`src/pkg/gcf_pkg.sv`:
```
package gcf_pkg;
   localparam int DATA_W = 16;
   localparam int CMD_W = 32;
   localparam int FIFO_DEPTH = 16;
   localparam int CNT_W = 5;
   localparam int ADDR_W = 3;
   // register offsets
   localparam logic [2:0] ADDR_CMD_LO = 3'h0;
   localparam logic [2:0] ADDR_CMD_HI = 3'h1;
   localparam logic [2:0] ADDR_CTRL = 3'h2;
   localparam logic [2:0] ADDR_IRQ_STAT = 3'h3;
   localparam logic [2:0] ADDR_IRQ_EN = 3'h4;
   localparam logic [2:0] ADDR_IRQ_CLR = 3'h5;
   // control field positions
   localparam int CTRL_EN_BIT = 15;
   localparam int CTRL_SIDL_BIT = 13;
   localparam int CTRL_WMK_LSB = 8;
   localparam int CTRL_BPP_LSB = 5;
   localparam int CTRL_CNT_LSB = 0;
   localparam logic [15:0] CTRL_RW_MASK = 16'hBFE0;
   localparam logic [15:0] RESET_VAL = 16'h0000;
   // status bits
   localparam int IRQ_LOWLVL_BIT = 0;
   localparam int IRQ_OVERFLOW_BIT = 1;
   localparam int IRQ_W = 2;
   // colour depth codes
   typedef enum logic [2:0] {
      GCF_BPP1 = 3'h0,
      GCF_BPP2 = 3'h1,
      GCF_BPP4 = 3'h2,
      GCF_BPP8 = 3'h3,
      GCF_BPP16 = 3'h4
   } gcf_bpp_e;
   typedef struct packed {
      logic [2:0] addr;
      logic [15:0] wdata;
      logic [1:0] byteEn;
      logic wr;
      logic rd;
   } gcf_bus_s;
endpackage

```
`src/core/gcf_cmd_fifo.sv`:
```
`timescale 1ns/10ps
module gcf_cmd_fifo #(
   parameter int WIDTH = 32,
   parameter int DEPTH = 16,
   parameter int CW = 5
) (
   // system
   input wire logic clk_sys,
   input wire logic rst_b,
   // fill side
   input wire logic pushValid,
   input wire logic [WIDTH-1:0] pushData,
   output logic pushReady,
   // drain side
   output logic popValid,
   output logic [WIDTH-1:0] popData,
   input wire logic popReady,
   // status
   output logic [CW-1:0] count
);
   localparam int PW = $clog2(DEPTH);
   logic [WIDTH-1:0] mem_q [DEPTH];
   logic [PW-1:0] wrPtr_q;
   logic [PW-1:0] rdPtr_q;
   logic [CW-1:0] count_q;
   wire doPush = pushValid && pushReady;
   wire doPop = popValid && popReady;
   assign pushReady = (count_q != CW'(DEPTH));
   assign popValid = (count_q != '0);
   assign popData = mem_q[rdPtr_q];
   assign count = count_q;
   always_ff @(posedge clk_sys or negedge rst_b) begin
      if (!rst_b) begin
         wrPtr_q <= '0;
         rdPtr_q <= '0;
         count_q <= '0;
      end else begin
         if (doPush) wrPtr_q <= wrPtr_q + PW'(1);
         if (doPop) rdPtr_q <= rdPtr_q + PW'(1);
         count_q <= count_q + CW'(doPush) - CW'(doPop);
      end
   end
   genvar i;
   for (i = 0; i < DEPTH; i++) begin : g_ent
      always_ff @(posedge clk_sys or negedge rst_b) begin
         if (!rst_b) mem_q[i] <= '0;
         else if (doPush && wrPtr_q == PW'(i)) mem_q[i] <= pushData;
      end
   end
endmodule // gcf_cmd_fifo

```
`src/core/gcf_top.sv`:
```
// Added by the designer: the placing of the registers and the plain strobed port.
`timescale 1ns/10ps
module gcf_top (
   // system
   input wire logic clk_sys,
   input wire logic rst_b,
   input wire logic cpuIdle,
   // register port
   input wire logic [2:0] regAddr,
   input wire logic [15:0] regWdata,
   input wire logic [1:0] regByteEn,
   input wire logic regWr,
   input wire logic regRd,
   output logic [15:0] regRdata,
   // command stream to engines
   output logic cmdValid,
   output logic [31:0] cmdData,
   input wire logic cmdTake,
   // control outputs
   output logic moduleRun,
   output logic [2:0] colourDepth,
   output logic fifoLowLevelFlag,
   output logic irq
);
   gcf_pkg::gcf_bus_s bus;
   logic [15:0] cmdLo_q;
   logic [15:0] cmdHi_q;
   logic [15:0] ctrl_q;
   logic [gcf_pkg::IRQ_W-1:0] irqStat_q;
   logic [gcf_pkg::IRQ_W-1:0] irqEn_q;
   logic [15:0] regRdata_q;
   logic cmdValid_q;
   logic [31:0] cmdData_q;
   logic run_q;
   logic irq_q;
   logic [4:0] prevCnt_q;
   logic [4:0] cnt;
   logic pushReady;
   logic popValid;
   logic [31:0] popData;
   assign bus = '{addr: regAddr, wdata: regWdata, byteEn: regByteEn,
                  wr: regWr, rd: regRd};
   // decode
   wire wrLo = bus.wr && bus.addr == gcf_pkg::ADDR_CMD_LO;
   wire wrHi = bus.wr && bus.addr == gcf_pkg::ADDR_CMD_HI;
   wire wrCtrl = bus.wr && bus.addr == gcf_pkg::ADDR_CTRL;
   wire wrEn = bus.wr && bus.addr == gcf_pkg::ADDR_IRQ_EN;
   wire wrClr = bus.wr && bus.addr == gcf_pkg::ADDR_IRQ_CLR;
   wire [15:0] laneMask = {{8{bus.byteEn[1]}}, {8{bus.byteEn[0]}}};
   // a push fires on any ADDR_CMD_HI write touching the high byte lane
   wire pushCmd = wrHi && bus.byteEn[1];
   wire [15:0] hiNext = (cmdHi_q & ~laneMask) | (bus.wdata & laneMask);
   wire [31:0] cmdWord = {hiNext, cmdLo_q};
   // control honours byte lanes like the command halves; count bits stay 0
   wire [15:0] ctrlNext = ((ctrl_q & ~laneMask) | (bus.wdata & laneMask))
                          & gcf_pkg::CTRL_RW_MASK;
   wire [4:0] wmk = ctrl_q[gcf_pkg::CTRL_WMK_LSB +: 5];
   // crossing N to N-1 only; zero watermark can never match
   wire lowHit = (wmk != 5'h00) && (prevCnt_q == wmk)
                 && (cnt == wmk - 5'h01);
   wire dropHit = pushCmd && !pushReady;
   wire [gcf_pkg::IRQ_W-1:0] evt = {dropHit, lowHit};
   wire [gcf_pkg::IRQ_W-1:0] clrMask = wrClr ? bus.wdata[1:0] : 2'h0;
   // new commands are loaded only while the module runs; a held one stays valid after a take until the module runs again
   wire runNow = ctrl_q[gcf_pkg::CTRL_EN_BIT]
                 && !(ctrl_q[gcf_pkg::CTRL_SIDL_BIT] && cpuIdle);
   wire take = cmdTake && cmdValid_q;
   wire [15:0] ctrlRd = (ctrl_q & gcf_pkg::CTRL_RW_MASK)
                        | {11'h000, cnt};
   logic [15:0] rdMux;
   always_comb begin
      unique case (bus.addr)
         gcf_pkg::ADDR_CMD_LO: rdMux = cmdLo_q;
         gcf_pkg::ADDR_CMD_HI: rdMux = cmdHi_q;
         gcf_pkg::ADDR_CTRL: rdMux = ctrlRd;
         gcf_pkg::ADDR_IRQ_STAT: rdMux = {14'h0000, irqStat_q};
         gcf_pkg::ADDR_IRQ_EN: rdMux = {14'h0000, irqEn_q};
         default: rdMux = 16'h0000;
      endcase
   end
   gcf_cmd_fifo #(
      .WIDTH(gcf_pkg::CMD_W),
      .DEPTH(gcf_pkg::FIFO_DEPTH),
      .CW(gcf_pkg::CNT_W)
   ) u_fifo (
      .clk_sys(clk_sys),
      .rst_b(rst_b),
      .pushValid(pushCmd),
      .pushData(cmdWord),
      .pushReady(pushReady),
      .popValid(popValid),
      .popData(popData),
      .popReady(run_q && (!cmdValid_q || take)),
      .count(cnt)
   );
   // registers survive a module disable
   always_ff @(posedge clk_sys or negedge rst_b) begin
      if (!rst_b) begin
         cmdLo_q <= gcf_pkg::RESET_VAL;
         cmdHi_q <= gcf_pkg::RESET_VAL;
         ctrl_q <= gcf_pkg::RESET_VAL;
      end else begin
         if (wrLo) cmdLo_q <= (cmdLo_q & ~laneMask)
                              | (bus.wdata & laneMask);
         if (wrHi) cmdHi_q <= hiNext;
         if (wrCtrl) ctrl_q <= ctrlNext;
      end
   end
   // set wins over clear
   always_ff @(posedge clk_sys or negedge rst_b) begin
      if (!rst_b) begin
         irqStat_q <= '0;
         irqEn_q <= '0;
         irq_q <= 1'b0;
         prevCnt_q <= '0;
      end else begin
         irqStat_q <= (irqStat_q & ~clrMask) | evt;
         if (wrEn && bus.byteEn[0]) irqEn_q <= bus.wdata[1:0];
         irq_q <= |(((irqStat_q & ~clrMask) | evt) & irqEn_q);
         prevCnt_q <= cnt;
      end
   end
   // output stage: one-entry holding register toward engines
   always_ff @(posedge clk_sys or negedge rst_b) begin
      if (!rst_b) begin
         cmdValid_q <= 1'b0;
         cmdData_q <= '0;
         run_q <= 1'b0;
         regRdata_q <= '0;
      end else begin
         run_q <= runNow;
         regRdata_q <= bus.rd ? rdMux : 16'h0000;
         if (run_q && (!cmdValid_q || take)) begin
            cmdValid_q <= popValid;
            if (popValid) cmdData_q <= popData;
         end
      end
   end
   assign regRdata = regRdata_q;
   assign cmdValid = cmdValid_q;
   assign cmdData = cmdData_q;
   assign moduleRun = run_q;
   assign colourDepth = ctrl_q[gcf_pkg::CTRL_BPP_LSB +: 3];
   assign fifoLowLevelFlag = irqStat_q[gcf_pkg::IRQ_LOWLVL_BIT];
   assign irq = irq_q;
endmodule // gcf_top

```
`config.mk`:
```
export PLATFORM = sky130hd
export DESIGN_NAME = gcf_top
export DESIGN_NICKNAME = d
export VERILOG_FILES = /design/src/pkg/gcf_pkg.sv /design/src/core/gcf_cmd_fifo.sv /design/src/core/gcf_top.sv
export SDC_FILE = /design/constraint.sdc
export NUM_CORES = 1
export LEC_CHECK = 0
export ABC_AREA = 1
export BUFFER_PORTS_ARGS = -buffer_cell sky130_fd_sc_hd__buf_4
export CAP_MARGIN = 20
export CORE_ASPECT_RATIO = 0.5
export CORE_MARGIN = 4
export CORE_UTILIZATION = 50
export CTS_CLUSTER_SIZE = 16
export DETAILED_ROUTE_END_ITERATION = 10
export GPL_TIMING_DRIVEN = 0
export PLACE_DENSITY = 0.66
export SYNTH_ARGS = -nofsm -noshare
export SYNTH_HDL_FRONTEND = slang
export SYNTH_SLANG_ARGS = --single-unit
```
`constraint.sdc`:
```
create_clock -name clk_sys -period 5.11 [get_ports clk_sys]
set_input_delay 1.533 -clock clk_sys [delete_from_list [all_inputs] [get_ports clk_sys]]
set_output_delay 1.533 -clock clk_sys [all_outputs]
set_load 0.01 [all_outputs]
```
==> metrics.txt <==
Finished Cell Area=0.0316 mm^2; Critical Path Fanout Max=10; port buffer count=79; RSZ-0062 raised after global routing=no; postcts setup bufs=0; f_max=225 MHz; slew at the pin with the worst max-slew slack=1240 ps; die height=175 um; total wire length=106 mm; post-layout util=0.579; layout cells sized above 1=0.0630; DIE WIDTH=343 um; RePlAce Congestion=0.964; io pins=82; Sw Pwr=7.14 mW; nets=3581; most frequent cells after synthesis=1192 x nand2_1, 627 x dfrtp_1, 462 x o21ai_0; filler cell count=5113; Clock Power Share=0.268; CTS Sinks=627; area share of the largest cell type after synthesis=0.561; GRT Resource Usage Total=0.350; top_reg_cell synth=dfrtp_1; Synth Cell Area=0.0280 mm^2; kind of critical path=primary input to flip-flop; Final Hold Fails=0; Buf+Inv Stages, Crit Path=5; htree depth=2; Worst Path Required=5680 ps; Clock Root Buffer=clkbuf_16; placed insts=4226; Resized Gates After CTS=0; Pins Over Slew Limit=0; crit path capture type=flip-flop; ANT nets after route=0; final hold slack=450 ps; Skew-Pair Late Insertion Delay=650 ps; # DRC=0; Worst slew margin=0.170; Num CTS Buffers=56; CP Launch Type=primary input; Synth Register Bits=627; initial antenna violation count=5; count leader, synth=nand2_1; Overflow after GRT=0; Synth Net Count=3438; via count=26100; Int Power=9.82 mW; period utilisation layout=0.870; EDFF count, synth=0; CORE AREA=0.0545 mm^2; ys async rst share=1.00; clock-pin slew on the worst setup and hold paths=60 ps; Setup Skew=22.4 ps; Pwr per Cell Area=537 mW/mm^2; placed wire-length estimate=74.6 mm; Top Family by Delay on Critical Path=buffers and inverters; WL/cell=24.4 um; Max clock buf depth=3; FP Rows=60; LEAKAGE=14.4 nW; HP Class=flip-flop to flip-flop; DR vias/cell=6.01; largest net degree at the start of global routing=122; Critical-path top delay cell=clkinv_1; Switching Fraction=0.421; detailed-router iteration count before antenna repair=8; first-pass GRT wire length=156 mm; synthesized area per cell=8.23 um^2; max_cap viols=0; flop2flop setup slack=880 ps; post-synth top area cell=dfrtp_1; run status=completed; Flop pwr share=0.370; area grow syn2layout=12.9%; Initial Utilization=0.513; Synth Instances=3398; minimum clock period=4450 ps; Iter 0 DRT Violations=4102; CP max stage delay=560 ps; power share of the combinational group=0.362; final setup violation count=0; area post-placement=0.0296 mm^2; vias in the first global route=24500; Synth area leaders=dfrtp_1 56%, nand2_1 16%, o21ai_0 8.3%, nand3_1 5.3%, o21ai_1 3.0%; cts hold-fix bufs=0; TritonCTS clock tree=built; die area=0.0600 mm^2; Cell Count, Final, Fillers Out=4333; Seq/Total Area, Yosys=0.561; Yosys warnings=0; CP Cell Sequence=buf_4 -> o21a_1 -> nand2_1 -> clkinv_1 -> clkbuf_1 -> ha_1 -> inv_1 -> ha_1 -> inv_1 -> fa_1 -> o21ai_0 -> xor2_1; CP arrival=5020 ps; post-synth cell types=33; Max IR drop VDD=0.000275 V
-- final cells by class --
cell class / instances / area, um^2 / share of cell area
Sequential cell: 627 / 15700 / 0.497
Multi-Input combinational cell: 2399 / 10800 / 0.343
Clock buffer: 86 / 1690 / 0.0534
Buffer: 255 / 1010 / 0.0321
Tap cell: 744 / 931 / 0.0295
Timing Repair Buffer: 85 / 753 / 0.0239
Inverter: 117 / 439 / 0.0139
Clock inverter: 17 / 221 / 0.00701
Antenna cell: 3 / 7.51 / 0.000238
-- flip-flops by register name (all words and copies together), names as in the netlist, 4 cells and up, named ones only --
signal	flops
cmdData	32
cmdHi_q	16
prevCnt_q	5
regRdata	16
u_fifo.count	5
u_fifo.mem_q	512
u_fifo.rdPtr_q	4
u_fifo.wrPtr_q	4
-- per-stage QoR --
stage / setup WS [ps] / total power [mW] / TNS (ps)
2_1_floorplan: 1420 / 9.45 / 0
3_3_place_gp: -4620 / 12.0 / -2799920
3_5_place_dp: 85.4 / 12.1 / 0
4_1_cts: 712 / 16.6 / 0
5_1_grt: 617 / 17.6 / 0
6_report: 662 / 17.0 / 0
-- worst paths after layout --
kind / startpoint / to / cells after the start
setup / recovery: cmdTake / u_fifo.count[4]$_DFF_PN0_ / 12
hold / removal: u_fifo.count[2]$_DFF_PN0_ / prevCnt_q[2]$_DFF_PN0_ / 0
setup reg to reg: u_fifo.count[3]$_DFF_PN0_ / u_fifo.count[4]$_DFF_PN0_ / 13
hold reg to reg: u_fifo.count[2]$_DFF_PN0_ / prevCnt_q[2]$_DFF_PN0_ / 0
max in group asynchronous: rst_b / u_fifo.mem_q[336]$_DFFE_PN0P_ / 4
min in group asynchronous: rst_b / u_fifo.count[4]$_DFF_PN0_ / 1
-- power by group through the flow --
stage | clock network (mW) | registers [mW] | logic [mW]
5_1_grt | 4.74 | 6.35 | 6.47
3_3_place_gp | 0 | 6.32 | 5.70
4_1_cts | 4.51 | 6.26 | 5.81
6_report | 4.54 | 6.28 | 6.14
2_1_floorplan | 0 | 6.25 | 3.19
3_5_place_dp | 0 | 6.34 | 5.79
-- logic make-up (layout without fill, tap and decap cells) --
| group | Yosys count | in the layout | synth area share |
|---|---|---|---|
| AO/OA/AOI/OAI | 763 | 763 | 0.140 |
| XOR/XNOR | 10 | 10 | 0.00313 |
| adder cells (fa/ha/maj) | 13 | 13 | 0.00608 |
| buffers and inverters | 372 | 560 | 0.0520 |
| flip-flops | 627 | 627 | 0.561 |
| other | 0 | 3 | 0 |
| AND/OR/NAND/NOR | 1613 | 1613 | 0.238 |
-- layer usage --
metal  GRT usage  routed length, um  vias up  part of all wire
met5           0                 63        -           0.00060
met4      0.0875               2770        7             0.026
met3       0.160              17100      224              0.16
met2       0.477              41600     1637              0.39
met1       0.506              44000    12800              0.42
li1            -                  -    11400                 -
-- cell usage in the layout, fill, tap and decap left out, drive strengths merged, types with 2 or more instances in the layout --
| master | n |
|---|---|
| ha | 12 |
| nand3 | 303 |
| clkinv | 11 |
| o221ai | 9 |
| o22ai | 24 |
| nand4 | 12 |
| a21boi | 16 |
| xnor2 | 2 |
| dfrtp | 627 |
| diode | 3 |
| xor2 | 8 |
| nand2 | 1193 |
| a21oi | 83 |
| clkbuf | 302 |
| inv | 118 |
| buf | 124 |
| nor2 | 104 |
| bufinv | 5 |
| o21ai | 628 |
| a31oi | 2 |
(Power assumes the default switching activity.)
